--- src/logic/wpi_pkg.sv ---
// Package for the receive path pointer interpreter and path overhead block.
// Assumes a 16-bit register port and one clock shared with the frame logic.
package wpi_pkg;
  // Pointer interpreter states
  typedef enum logic [1:0] {
    ST_POINTER_NORMAL_STATE = 2'b00,
    ST_LOP = 2'b01,
    ST_AIS = 2'b10
  } wpi_state_e;

  // Register offsets (word index on the register port)
  localparam logic [7:0] OFS_CTRL = 8'h00;
  localparam logic [7:0] OFS_PATH_STATUS = 8'h01;
  localparam logic [7:0] OFS_PENDING = 8'h02;
  localparam logic [7:0] OFS_MASK_A = 8'h03;
  localparam logic [7:0] OFS_MASK_B = 8'h04;
  localparam logic [7:0] OFS_TX_SIGNAL_LABEL = 8'h05;
  localparam logic [7:0] OFS_EXP_C2 = 8'h06;
  localparam logic [7:0] OFS_TX_USER_CHANNEL = 8'h07;
  localparam logic [7:0] OFS_TX_MULTIFRAME_IND = 8'h08;
  localparam logic [7:0] OFS_TX_GROWTH_A = 8'h09;
  localparam logic [7:0] OFS_TX_GROWTH_B = 8'h0A;
  localparam logic [7:0] OFS_TX_TANDEM_OCTET = 8'h0B;
  localparam logic [7:0] OFS_PTR = 8'h0C;

  // Control register fields
  localparam int CTRL_SDH = 0;
  localparam int CTRL_ERDI = 1;
  localparam int CTRL_TXLEN = 4;
  localparam int CTRL_RXLEN = 6;
  // Status and pending bit positions
  localparam int BIT_AIS = 0;
  localparam int BIT_LOP = 1;
  localparam int BIT_PLM = 2;
  localparam int BIT_CONC = 3;
  localparam int STAT_STATE = 4;

  // Reset values and trace length codes
  localparam logic [7:0] RST_SIGNAL_LABEL = 8'h1A;
  localparam logic [7:0] RST_OCTET = 8'h00;
  localparam logic [1:0] TRACE_16 = 2'h0;
  localparam logic [1:0] TRACE_1 = 2'h1;
  localparam logic [1:0] TRACE_64 = 2'h2;

  // Pointer word coding
  localparam logic [9:0] PTR_MAX = 10'h30E;
  localparam logic [9:0] PTR_ONES = 10'h3FF;
  localparam logic [9:0] I_MASK = 10'h2AA;
  localparam logic [9:0] D_MASK = 10'h155;
  localparam logic [3:0] FLAG_NEW = 4'h9;
  localparam logic [3:0] FLAG_POINTER_NORMAL_STATE = 4'h6;
  localparam logic [1:0] SS_SDH = 2'h2;
  localparam logic [15:0] AIS_WORD = 16'hFFFF;
  localparam logic [3:0] PTR_BITS = 4'hA;
  localparam logic [3:0] SONET_MATCH = 4'h8;
  localparam logic [3:0] SDH_MAJ = 4'h3;
  localparam logic [3:0] SDH_MIN = 4'h2;

  // Frame persistence counts
  localparam logic [1:0] HOLD_FRAMES = 2'h3;
  localparam logic [1:0] POINTER_NORMAL_STATE_FRAMES = 2'h3;
  localparam logic [1:0] AIS_FRAMES = 2'h3;
  localparam logic [3:0] LOP_FRAMES = 4'h8;
  localparam logic [2:0] C2_FRAMES = 3'h5;
endpackage

--- src/logic/wpi_pointer_interp.sv ---
// Receive payload pointer interpreter with path alarms and static path overhead.
// Assumes frame logic on CLK gives one FRAME_STB pulse per frame with its words.
//
// Chosen here: the plain strobed port and the register addresses.
`timescale 1ns/1ps
module wpi_pointer_interp
  import wpi_pkg::*;
(
  input wire logic CLK,
  input wire logic RESET_N,
  input wire logic [7:0] REG_ADDR,
  input wire logic [15:0] REG_WDATA,
  input wire logic REG_WR,
  input wire logic REG_RD,
  output logic [15:0] REG_RDATA,
  input wire logic FRAME_STB,
  input wire logic [15:0] RX_PTR_WORD,
  input wire logic [15:0] RX_CONC_WORD,
  input wire logic [7:0] RX_C2,
  output logic [1:0] PTR_STATE,
  output logic [9:0] PTR_VALUE,
  output logic PTR_INC,
  output logic PTR_DEC,
  output logic LABEL_MISMATCH,
  output logic IRQ_OUT_A,
  output logic IRQ_OUT_B,
  output logic [7:0] TX_SIGNAL_LABEL,
  output logic [7:0] TX_USER_CHANNEL,
  output logic [7:0] TX_MULTIFRAME_IND,
  output logic [7:0] TX_GROWTH_A,
  output logic [7:0] TX_GROWTH_B,
  output logic [7:0] TX_TANDEM_OCTET,
  output logic [1:0] TX_TRACE_LENGTH,
  output logic [1:0] RX_TRACE_LENGTH,
  output logic TX_ERDI_SEL
);

  typedef struct packed {
    wpi_state_e state;
    logic [9:0] ptr;
    logic have_ptr;
    logic [1:0] hold;
    logic [9:0] cand;
    logic [1:0] cand_cnt;
    logic [1:0] ais_cnt;
    logic [3:0] inv_cnt;
    logic [7:0] c2_cand;
    logic [2:0] c2_cnt;
    logic [7:0] c2_acc;
    logic plm;
    logic conc_err;
    logic inc;
    logic dec;
    logic sdh;
    logic erdi;
    logic [1:0] tx_len;
    logic [1:0] rx_len;
    logic [7:0] tx_signal_label;
    logic [7:0] exp_c2;
    logic [7:0] f2;
    logic [7:0] h4;
    logic [7:0] z3;
    logic [7:0] z4;
    logic [7:0] n1;
    logic [1:0] mask_a;
    logic [1:0] mask_b;
    logic [1:0] pend;
    logic [1:0] latch;
    logic [15:0] rdata;
    logic irq_a;
    logic irq_b;
  } wpi_regs_s;

  wpi_regs_s r;
  wpi_regs_s next_r;

  // Ones count of a ten-bit pattern
  function automatic logic [3:0] pop10(input logic [9:0] v);
    logic [3:0] c;
    c = 4'h0;
    for (int i = 0; i < 10; i++) begin
      c = c + {3'b000, v[i]};
    end
    return c;
  endfunction

  // Decoded fields of the primary pointer word
  logic [3:0] flag;
  logic [1:0] ss;
  logic [9:0] pval;
  logic flag_new;
  logic flag_pointer_normal_state;
  logic ss_ok;
  logic in_range;
  logic ais_ptr;
  logic [3:0] inv_i;
  logic [3:0] inv_d;
  logic [3:0] miss_inc;
  logic [3:0] miss_dec;
  logic inc_hit;
  logic dec_hit;
  logic just_ok;
  logic inc_acc;
  logic dec_acc;
  logic ndf_acc;
  logic pointer_normal_state_hit;
  logic pointer_normal_state_done;
  logic ais_done;
  logic valid_ptr;
  logic lop_done;
  logic ais_chg;
  logic lop_chg;
  logic rd_status;
  logic rd_pend;

  always_comb begin
    flag = RX_PTR_WORD[15:12];
    ss = RX_PTR_WORD[11:10];
    pval = RX_PTR_WORD[9:0];
    flag_new = pop10({6'h00, flag ^ FLAG_NEW}) <= 4'h1;
    flag_pointer_normal_state = pop10({6'h00, flag ^ FLAG_POINTER_NORMAL_STATE}) <= 4'h1;
    ss_ok = !r.sdh || (ss == SS_SDH);
    in_range = pval <= PTR_MAX;
    ais_ptr = RX_PTR_WORD == AIS_WORD;
    inv_i = pop10((pval ^ r.ptr) & I_MASK);
    inv_d = pop10((pval ^ r.ptr) & D_MASK);
    miss_inc = pop10(pval ^ (r.ptr ^ I_MASK));
    miss_dec = pop10(pval ^ (r.ptr ^ D_MASK));
    if (r.sdh) begin
      inc_hit = (inv_i >= SDH_MAJ) && (inv_d <= SDH_MIN);
      dec_hit = (inv_d >= SDH_MAJ) && (inv_i <= SDH_MIN);
    end else begin
      inc_hit = (PTR_BITS - miss_inc) >= SONET_MATCH;
      dec_hit = (PTR_BITS - miss_dec) >= SONET_MATCH;
    end
    // justification only in normal and outside hold-off
    just_ok = FRAME_STB && r.state == ST_POINTER_NORMAL_STATE && r.have_ptr && flag_pointer_normal_state && ss_ok
      && r.hold == 2'h0 && pval != r.ptr;
    inc_acc = just_ok && inc_hit;
    dec_acc = just_ok && dec_hit;
    // new data flag accepted outside loss of pointer
    ndf_acc = FRAME_STB && r.state != ST_LOP && flag_new && ss_ok && in_range;
    // identical normal pointers, restarted on a break
    pointer_normal_state_hit = FRAME_STB && flag_pointer_normal_state && ss_ok && in_range;
    pointer_normal_state_done = pointer_normal_state_hit && r.cand_cnt != 2'h0 && pval == r.cand
      && r.cand_cnt == POINTER_NORMAL_STATE_FRAMES - 2'h1;
    ais_done = FRAME_STB && ais_ptr && r.state != ST_AIS && r.ais_cnt == AIS_FRAMES - 2'h1;
    // valid pointer for the loss count
    if (r.state == ST_AIS) begin
      valid_ptr = ais_ptr || ndf_acc || pointer_normal_state_done;
    end else begin
      valid_ptr = ais_ptr || ndf_acc || pointer_normal_state_done || inc_acc || dec_acc
        || (flag_pointer_normal_state && ss_ok && r.have_ptr && pval == r.ptr);
    end
    lop_done = FRAME_STB && !valid_ptr && r.state != ST_LOP
      && r.inv_cnt == LOP_FRAMES - 4'h1;
    rd_status = REG_RD && REG_ADDR == OFS_PATH_STATUS;
    rd_pend = REG_RD && REG_ADDR == OFS_PENDING;
  end

  ////////////////////////////////////////////////////////////////////////////
  // Next-state logic for the whole block
  always_comb begin
    next_r = r;
    next_r.inc = 1'b0;
    next_r.dec = 1'b0;
    if (FRAME_STB) begin
      if (r.hold != 2'h0) begin
        next_r.hold = r.hold - 2'h1;
      end
      if (pointer_normal_state_hit) begin
        if (r.cand_cnt != 2'h0 && pval == r.cand) begin
          next_r.cand_cnt = (r.cand_cnt == POINTER_NORMAL_STATE_FRAMES) ? r.cand_cnt : r.cand_cnt + 2'h1;
        end else begin
          next_r.cand = pval;
          next_r.cand_cnt = 2'h1;
        end
      end else begin
        next_r.cand_cnt = 2'h0;
      end
      if (ais_ptr) begin
        next_r.ais_cnt = (r.ais_cnt == AIS_FRAMES) ? r.ais_cnt : r.ais_cnt + 2'h1;
      end else begin
        next_r.ais_cnt = 2'h0;
      end
      // invalid run restarts on a valid pointer
      if (valid_ptr || r.state == ST_LOP) begin
        next_r.inv_cnt = 4'h0;
      end else if (r.inv_cnt != LOP_FRAMES) begin
        next_r.inv_cnt = r.inv_cnt + 4'h1;
      end
      // transitions; new pointer wins over alarm and loss
      if (ndf_acc) begin
        next_r.state = ST_POINTER_NORMAL_STATE;
        next_r.ptr = pval;
        next_r.have_ptr = 1'b1;
        next_r.hold = HOLD_FRAMES;
      end else if (pointer_normal_state_done) begin
        next_r.state = ST_POINTER_NORMAL_STATE;
        next_r.ptr = pval;
        next_r.have_ptr = 1'b1;
      end else if (ais_done) begin
        next_r.state = ST_AIS;
      end else if (lop_done) begin
        next_r.state = ST_LOP;
        next_r.have_ptr = 1'b0;
      end else if (inc_acc) begin
        next_r.ptr = (r.ptr == PTR_MAX) ? 10'h000 : r.ptr + 10'h001;
        next_r.hold = HOLD_FRAMES;
        next_r.inc = 1'b1;
      end else if (dec_acc) begin
        next_r.ptr = (r.ptr == 10'h000) ? PTR_MAX : r.ptr - 10'h001;
        next_r.hold = HOLD_FRAMES;
        next_r.dec = 1'b1;
      end
      // concatenation word must be flag-new all-ones or all-ones alarm
      next_r.conc_err = !((RX_CONC_WORD == AIS_WORD)
        || (RX_CONC_WORD[15:12] == FLAG_NEW && RX_CONC_WORD[9:0] == PTR_ONES
        && (!r.sdh || RX_CONC_WORD[11:10] == SS_SDH))
        || (pop10({6'h00, RX_CONC_WORD[15:12] ^ FLAG_NEW}) <= 4'h1
        && RX_CONC_WORD[9:0] == PTR_ONES && (!r.sdh || RX_CONC_WORD[11:10] == SS_SDH)));
      // label accepted after five equal frames, then compared
      if (RX_C2 == r.c2_cand) begin
        if (r.c2_cnt != C2_FRAMES) begin
          next_r.c2_cnt = r.c2_cnt + 3'h1;
        end
      end else begin
        next_r.c2_cand = RX_C2;
        next_r.c2_cnt = 3'h1;
      end
      if (RX_C2 == r.c2_cand && r.c2_cnt == C2_FRAMES - 3'h1) begin
        next_r.c2_acc = RX_C2;
      end
    end
    next_r.plm = next_r.c2_acc != 8'h00 && next_r.c2_acc != r.exp_c2;

    // State change events
    ais_chg = (r.state == ST_AIS) != (next_r.state == ST_AIS);
    lop_chg = (r.state == ST_LOP) != (next_r.state == ST_LOP);

    // latch-high: a read reloads status, an event in that cycle wins
    next_r.latch[BIT_AIS] = ais_chg
      || (rd_status ? (next_r.state == ST_AIS) : r.latch[BIT_AIS]);
    next_r.latch[BIT_LOP] = lop_chg
      || (rd_status ? (next_r.state == ST_LOP) : r.latch[BIT_LOP]);
    // pending until read, set wins over the read clear
    next_r.pend[BIT_AIS] = ais_chg || (r.pend[BIT_AIS] && !rd_pend);
    next_r.pend[BIT_LOP] = lop_chg || (r.pend[BIT_LOP] && !rd_pend);

    // Register writes; static overhead and options
    if (REG_WR) begin
      case (REG_ADDR)
        OFS_CTRL: begin
          next_r.sdh = REG_WDATA[CTRL_SDH];
          next_r.erdi = REG_WDATA[CTRL_ERDI];
          next_r.tx_len = REG_WDATA[CTRL_TXLEN +: 2];
          next_r.rx_len = REG_WDATA[CTRL_RXLEN +: 2];
        end
        OFS_MASK_A: next_r.mask_a = REG_WDATA[1:0];
        OFS_MASK_B: next_r.mask_b = REG_WDATA[1:0];
        OFS_TX_SIGNAL_LABEL: next_r.tx_signal_label = REG_WDATA[7:0];
        OFS_EXP_C2: next_r.exp_c2 = REG_WDATA[7:0];
        OFS_TX_USER_CHANNEL: next_r.f2 = REG_WDATA[7:0];
        OFS_TX_MULTIFRAME_IND: next_r.h4 = REG_WDATA[7:0];
        OFS_TX_GROWTH_A: next_r.z3 = REG_WDATA[7:0];
        OFS_TX_GROWTH_B: next_r.z4 = REG_WDATA[7:0];
        OFS_TX_TANDEM_OCTET: next_r.n1 = REG_WDATA[7:0];
        default: next_r.sdh = r.sdh;
      endcase
    end

    // interrupt lines follow masked pending bits
    next_r.irq_a = |(next_r.pend & next_r.mask_a);
    next_r.irq_b = |(next_r.pend & next_r.mask_b);

    // Read data, valid only in the cycle after the strobe
    next_r.rdata = 16'h0000;
    if (REG_RD) begin
      case (REG_ADDR)
        OFS_CTRL: next_r.rdata = {8'h00, r.rx_len, r.tx_len, 2'b00, r.erdi, r.sdh};
        OFS_PATH_STATUS: next_r.rdata = {10'h000, r.state, r.conc_err, r.plm, r.latch};
        OFS_PENDING: next_r.rdata = {14'h0000, r.pend};
        OFS_MASK_A: next_r.rdata = {14'h0000, r.mask_a};
        OFS_MASK_B: next_r.rdata = {14'h0000, r.mask_b};
        OFS_TX_SIGNAL_LABEL: next_r.rdata = {8'h00, r.tx_signal_label};
        OFS_EXP_C2: next_r.rdata = {8'h00, r.exp_c2};
        OFS_TX_USER_CHANNEL: next_r.rdata = {8'h00, r.f2};
        OFS_TX_MULTIFRAME_IND: next_r.rdata = {8'h00, r.h4};
        OFS_TX_GROWTH_A: next_r.rdata = {8'h00, r.z3};
        OFS_TX_GROWTH_B: next_r.rdata = {8'h00, r.z4};
        OFS_TX_TANDEM_OCTET: next_r.rdata = {8'h00, r.n1};
        OFS_PTR: next_r.rdata = {5'h00, r.have_ptr, r.ptr};
        default: next_r.rdata = 16'h0000;
      endcase
    end
  end

  ////////////////////////////////////////////////////////////////////////////
  // State register; reset into loss of pointer with no pointer
  always_ff @(posedge CLK) begin
    if (!RESET_N) begin
      r <= '0;
      r.state <= ST_LOP;
      r.tx_len <= TRACE_16;
      r.rx_len <= TRACE_16;
      r.tx_signal_label <= RST_SIGNAL_LABEL;
      r.exp_c2 <= RST_SIGNAL_LABEL;
      r.f2 <= RST_OCTET;
      r.h4 <= RST_OCTET;
      r.z3 <= RST_OCTET;
      r.z4 <= RST_OCTET;
      r.n1 <= RST_OCTET;
    end else begin
      r <= next_r;
    end
  end

  // Outputs straight from flops
  assign REG_RDATA = r.rdata;
  assign PTR_STATE = r.state;
  assign PTR_VALUE = r.ptr;
  assign PTR_INC = r.inc;
  assign PTR_DEC = r.dec;
  assign LABEL_MISMATCH = r.plm;
  assign IRQ_OUT_A = r.irq_a;
  assign IRQ_OUT_B = r.irq_b;
  assign TX_SIGNAL_LABEL = r.tx_signal_label;
  assign TX_USER_CHANNEL = r.f2;
  assign TX_MULTIFRAME_IND = r.h4;
  assign TX_GROWTH_A = r.z3;
  assign TX_GROWTH_B = r.z4;
  assign TX_TANDEM_OCTET = r.n1;
  assign TX_TRACE_LENGTH = r.tx_len;
  assign RX_TRACE_LENGTH = r.rx_len;
  assign TX_ERDI_SEL = r.erdi;
endmodule

--- config.mk ---
export PLATFORM = sky130hd
export DESIGN_NAME = wpi_pointer_interp
export DESIGN_NICKNAME = d
export VERILOG_FILES = /design/src/logic/wpi_pkg.sv /design/src/logic/wpi_pointer_interp.sv
export SDC_FILE = /design/constraint.sdc
export NUM_CORES = 1
export LEC_CHECK = 0
export ABC_AREA = 1
export BUFFER_PORTS_ARGS = -buffer_cell sky130_fd_sc_hd__buf_2
export CAP_MARGIN = 40
export CORE_MARGIN = 8
export CORE_UTILIZATION = 57
export CTS_CLUSTER_DIAMETER = 100
export DETAILED_ROUTE_END_ITERATION = 7
export PLACE_DENSITY = 0.81
export SLEW_MARGIN = 20
export SYNTH_ARGS = -nofsm -noshare
export SYNTH_HDL_FRONTEND = slang
export SYNTH_SLANG_ARGS = --single-unit
export TNS_END_PERCENT = 10
--- constraint.sdc ---
create_clock -name CLK -period 5.29 [get_ports CLK]
set_clock_uncertainty 0.2 [all_clocks]
set_input_delay 0.529 -clock CLK [delete_from_list [all_inputs] [get_ports CLK]]
set_output_delay 0.529 -clock CLK [all_outputs]
set_load 0.02 [all_outputs]
# Yosys cells after proc, flatten, opt, wreduce, memory -nomap -nowiden
# Index checks and enable logic that the tools add are counted.
# totals
register_bits	144
inputBits	69
output_inout_bits	86
word_cells	276
# classes
n_addsub	44
n_lt_le_gt_ge	10
eq_ne	45
mux	41
bitwise_logic	14
n_reduce_logical	89
# ops
op	count
$pmux 11 s13	1
$mux 10	7
$add 4x1->4	14
$mux 52	1
$eq 8x4->1 const B	5
$logic_and 1x1->1	40
$eq 16x16->1 const B	2
$eq 8x3->1 const B	4
$xor 10x10->10	3
$add 3x1->4	7
$mux 2	14
$reduce_and 2->1	14
$mux 13	2
$add 2x1->3	7
$eq 10x10->1	2
$eq 10x10->1 const B	2
$eq 2x2->1 const B	8
$eq 8x2->1 const B	2
$mux 8	2
$mux 15	1
$add 1x1->2	7
$logic_or 1x1->1	14
$le 4x1->1 const B	3
$mux 4	3
other kinds (43)	78

# Depth between registers and ports, before layout
# depth
ltp_word	33
depth_mapped	29
depth_no_buf	28

# Worst setup path before layout
# OpenSTA, ideal clock, no wires.
# synth_path
path_kind	input -> register
start	input RX_PTR_WORD[5]
end	register r (netlist bit PTR_VALUE[4])
setup_ps	118
t_arrival_ps	4467
required_ps	4972
setup_slack_ps	505
cell_stages	25
path_buffers	2
cell_sequence	buf_2 > xnor2_1 > ha_1 > inv_1 > ha_1 > nor2_1 > ha_1 > fa_1 > ha_1 > inv_1 > fa_1 > inv_1 > fa_1 > xnor2_1 > o21ai_0 > nand3_2 > nand3_1 > nand2_2 > nand3_4 > nand2_2 > nor2_2 > nor2_2 > buf_6 > o21ai_1 > a21oi_2
# synth_between
elab_chain_len	20
elab_cells_between_ends	62
cone_classes	add/sub (15); order compare (5); eq/ne (6); mux (8); bitwise (3); reduce/logical (25)
# synth_rtl
element	line_no	source
from (decl)	wpi_pointer_interp.sv:17	input wire logic [15:0] RX_PTR_WORD,
$xor 10x10->10	wpi_pointer_interp.sv:127	miss_inc = pop10(pval ^ (r.ptr ^ I_MASK));
$add 4x1->4 (5 in a row)	wpi_pointer_interp.sv:82	c = c + {3'b000, v[i]};
$sub 4x4->4	wpi_pointer_interp.sv:133	inc_hit = (PTR_BITS - miss_inc) >= SONET_MATCH;
$ge 4x4->1	wpi_pointer_interp.sv:133	
$mux 1	wpi_pointer_interp.sv:129	if (r.sdh) begin
$logic_and 1x1->1	wpi_pointer_interp.sv:139	inc_acc = just_ok && inc_hit;
$logic_or 1x1->1 (2 in a row)	wpi_pointer_interp.sv:152	valid_ptr = ais_ptr || ndf_acc || pointer_normal_state_done || inc_acc || dec_acc
$logic_or 1x1->1	wpi_pointer_interp.sv:153	|| (flag_pointer_normal_state && ss_ok && r.have_ptr && pval == r.ptr);
$mux 1	wpi_pointer_interp.sv:149	if (r.state == ST_AIS) begin
$logic_not 1->1	wpi_pointer_interp.sv:155	lop_done = FRAME_STB && !valid_ptr && r.state != ST_LOP
$logic_and 1x1->1 (2 in a row)	wpi_pointer_interp.sv:155	
$logic_and 1x1->1	wpi_pointer_interp.sv:156	&& r.inv_cnt == LOP_FRAMES - 4'h1;
$ne 3x3->1 (no line)	n/a	
$reduce_and 4->1 (no line)	n/a	
to (signal assigned)	wpi_pointer_interp.sv:314	r <= next_r;
to (decl)	wpi_pointer_interp.sv:74	wpi_regs_s r;
# Parallel ways exist; a longest one is shown, timed or not. The select of a mux whose other input is x is not followed.
# A chain may end at the register's enable or synchronous reset.

# Final worst setup path
# layout_path
start	register r (netlist bit PTR_VALUE[2])
end	register r (netlist bit PTR_VALUE[6])
# layout_between
elab_chain_len	23
elab_cells_between_ends	63
cone_classes	add/sub (24); order compare (4); eq/ne (4); mux (11); bitwise (4); reduce/logical (16)
# layout_rtl
element	line_no
$xor 10x10->10 or $not 5->5 (tied branches)	n/a
$add 2x1->3 or $xor 10x10->10 (tied branches)	wpi_pointer_interp.sv:82, wpi_pointer_interp.sv:128
$add 3x1->4 or $add 2x1->3 (tied branches)	wpi_pointer_interp.sv:82
$add 4x1->4 or $add 3x1->4 (tied branches)	wpi_pointer_interp.sv:82
$add 4x1->4 (5 in a row)	wpi_pointer_interp.sv:82
$sub 4x4->4 or $add 4x1->4 (tied branches)	wpi_pointer_interp.sv:133, wpi_pointer_interp.sv:82
$ge 4x4->1 or $sub 4x4->4 (tied branches)	wpi_pointer_interp.sv:133, wpi_pointer_interp.sv:134
$mux 1 or $ge 4x4->1 (tied branches)	wpi_pointer_interp.sv:129, wpi_pointer_interp.sv:134
[2 not listed]	n/a
$logic_or 1x1->1	wpi_pointer_interp.sv:152
$logic_or 1x1->1	wpi_pointer_interp.sv:153
$mux 1	wpi_pointer_interp.sv:149
$logic_not 1->1	wpi_pointer_interp.sv:155
$logic_and 1x1->1 (2 in a row)	wpi_pointer_interp.sv:155
$logic_and 1x1->1	wpi_pointer_interp.sv:156
$ne 3x3->1 (no line)	n/a
$reduce_and 4->1 (no line)	n/a
# Parallel ways exist; a longest one is shown, timed or not. The select of a mux whose other input is x is not followed.

==> reports/metrics.cfg <==
[status]
status = finished, final reports clean

[critical_path]
cp-end-kind = flop
cp_num_buf_inv = 7
crit_path_max_incr_delay_ps = 520
cpMostUsedCell = fa_1
cp.required_ps = 5410
crit_fanout = 8
critPathArrivalTime_ps = 5140
worstSetupPathType = flop to flop
crit_chain = clkinv_2, nand2_1, nand2_2, fa_1, inv_1, ha_1, fa_1, ha_1, inv_1, fa_1, inv_1, fa_1, xnor2_1, o21ai_0, nand3_2, buf_4, buf_4, nand2_1, inv_2, a21oi_1, o22ai_1, o21ai_1, a21oi_2
crit_slowest_cell = fa_1
path_delay_family = adder cells
start_kind = flop

[yosys]
yosysWarningCount = 0
synthArstFlopShare_pct = 0
synth_area_leader_cell = dfxtp_1
synth-seq-area-share_pct = 31.6
ys_types = 54
yosys-top-cells-count = inv_1, nand2_1, dfxtp_1
syn_inst = 1236
ys.flop_type = dfxtp_1
ys_ff_latch = 139
synth.area.top_cells = dfxtp_1, inv_1, nand2_1, buf_4, o21ai_0
synth_area_mm2 = 0.00881
synth_top_cell_area_share_pct = 31.6
synth_edf_count = 0
yosysMostFrequentCell = inv_1
avgSynthCellArea_um2 = 7.13

[die]
dieArea_mm2 = 0.0197
core-area_mm2 = 0.0151
die_h_um = 140
row_count = 45
start_util_pct = 58.2
die_w_um = 140
num_io_pins = 155

[routing]
drtAntennaViolNets = 0
routed_via_density = 5.56
drcViolationCount = 0
vias = 8542
drt_iter0_markers = 816
routedWlPerCell_um = 16.3
drt-total-wl_mm = 25.1
firstDrtPassIters = 7

[sta]
fin_crit_ps = 5020
setup_violations = 0
fin_ws_ps = 271
maxSlewHeadroom_pct = 39.1
grt_setup_unrepaired = false
tightest_slew_ps = 906
hold_violations = 0
maxSlewViolCount = 0
fin_crit_sh_pct = 94.9
timing.fmax_ghz = 0.199

[flow_run]
maxCapViolCount = 0

[final_layout]
utilization_pct = 66.0
syn_to_final_growth_pct = 13.4
drive_gt1_share_pct = 20.1
nNetsFinal = 1454
nFillCells = 1272
antenna_cells = 0

[power]
powerDensity_mw_per_mm2 = 263
leakage_nw = 4.74
ir_drop_mv = 0.213

[global_route]
grt_start_max_net_pins = 95
grt_pass1_wl_mm = 40.3
track_usage_pct = 25.2
antenna_found_initial = 0
grt_pass1_vias = 8295
grt-ovfl-total = 0

[clocking]
clk_latency_ps = 430
cts_setup_buffers = 0
clockRootBuffer = clkbuf_16
ctsHtreeMaxLevel = 4
path_clk_slew_ps = 70
clk_path_buf_depth = 2
cts-buffers-inserted = 17
cts.sinks = 139
cts_tree = done

[place]
gp_congestion = 0.930
port-buffer-count = 141
pre_cts_slack_ps = 41.6
place_hpwl_mm = 19.2

[min_path]
min_path_type = primary input to flop

metal layers:
| metal | global-route usage [%] | up-vias | routed length [um] |
|---|---|---|---|
| li1 | - | 4137 | - |
| met1 | 31.2 | 3962 | 10500 |
| met2 | 40.2 | 368 | 11600 |
| met3 | 7.27 | 75 | 2180 |
| met4 | 10.7 | 0 | 832 |
| met5 | 0 | - | 0 |
worst register-to-register path: stages (launching register included):
cell and delay [ps]:
dfxtp_1 430, clkinv_2 140, nand2_1 90, nand2_2 90, fa_1 510, inv_1 50
ha_1 210, fa_1 520, ha_1 150, inv_1 50, fa_1 480, inv_1 50
fa_1 400, xnor2_1 140, o21ai_0 200, nand3_2 130, buf_4 160, buf_4 170
nand2_1 120, inv_2 80, a21oi_1 170, o22ai_1 130, o21ai_1 190, a21oi_2 40
flip-flops by register name, summed over array words and instances (netlist names):
signal / count
PTR_DEC: 1
TX_GROWTH_B: 8
r: 58
PTR_INC: 1
TX_MULTIFRAME_IND: 8
TX_TANDEM_OCTET: 8
REG_RDATA: 11
TX_TRACE_LENGTH: 2
TX_GROWTH_A: 8
TX_ERDI_SEL: 1
RX_TRACE_LENGTH: 2
TX_USER_CHANNEL: 8
IRQ_OUT_A: 1
PTR_VALUE: 10
TX_SIGNAL_LABEL: 8
PTR_STATE: 2
IRQ_OUT_B: 1
LABEL_MISMATCH: 1
area by class of cell:
class | count | area (um2) | share of cell area, %
inverters | 201 | 757 | 7.58
repair buffers | 192 | 1110 | 11.1
clock buffers | 17 | 425 | 4.26
flip-flops and latches | 139 | 2780 | 27.9
clock inverters | 15 | 169 | 1.69
multi-input cells | 783 | 4510 | 45.2
well taps | 188 | 235 | 2.35
stage by stage:
stage / TNS (ps) / hold slack, ps / cell area, um2 / power [mW] / instances
floorplan: 0 / 236 / 8820 / 1.33 / 1240
global placement: -842 / 254 / 9350 / 1.44 / 1500
detailed placement: 0 / 259 / 9370 / 1.46 / 1502
CTS: 0 / 169 / 9970 / 2.62 / 1534
global route: 0 / 190 / 9990 / 2.73 / 1535
finish: 0 / 178 / 9990 / 2.62 / 1535
worst paths after layout:
check / start / to / slack, ps / depth (start not counted)
setup reg to reg: PTR_VALUE[2] / PTR_VALUE[6] / 270 / 23
hold / removal: RX_C2[6] / r[109] / 180 / 3
hold reg to reg: TX_GROWTH_B[5] / TX_GROWTH_B[5] / 270 / 2
setup / recovery: PTR_VALUE[2] / PTR_VALUE[6] / 270 / 23
power breakdown:
part	leakage [nW]	internal (mW)	switching, mW
combinational	3.33	0.147	0.220
sequential	1.13	1.06	0.0109
clock	0.284	0.634	0.550
total	4.74	1.84	0.781
cell families (layout without fill, tap and decap cells):
kind of cell / count (synthesis) / count (layout) / synth area share, %
flops: 139 / 139 / 31.6
compound gates: 281 / 281 / 18.3
simple gates: 409 / 409 / 20.4
xor+xnor: 37 / 37 / 3.76
other cells: 1 / 5 / 0.0426
buf+inv: 318 / 425 / 17.4
fa+ha+maj: 51 / 51 / 8.61
cell usage in the layout, fill, tap and decap left out, types with 3 or more instances in the layout:
cell type  count
nand2_2        8
o21ai_0      102
a21oi_1       88
fa_1          16
o211ai_1      10
conb_1         5
nor3_1        17
nand2_1      179
a211oi_1       6
a31oi_1        7
nand3b_1       3
buf_2        142
nor2_2         5
inv_2         13
o22ai_1       19
clkinv_8       4
buf_4         48
clkinv_1       3
inv_1        183
inv_6          5
nand4_1       22
nor4_1         5
o21ai_1       13
a21oi_2        7
clkbuf_16     17
inv_8          4
nor2_1       121
nand3_1       34
xor2_1        19
ha_1          35
nand3_2        3
dfxtp_1      138
a221oi_1      16
xnor2_1       17
repair_timing:
action	in CTS	in global routing
resized for setup	0	1
setup endpoints to repair	0	5
hold buffers	0	0
Note: power is estimated with default switching activity, not from simulation.
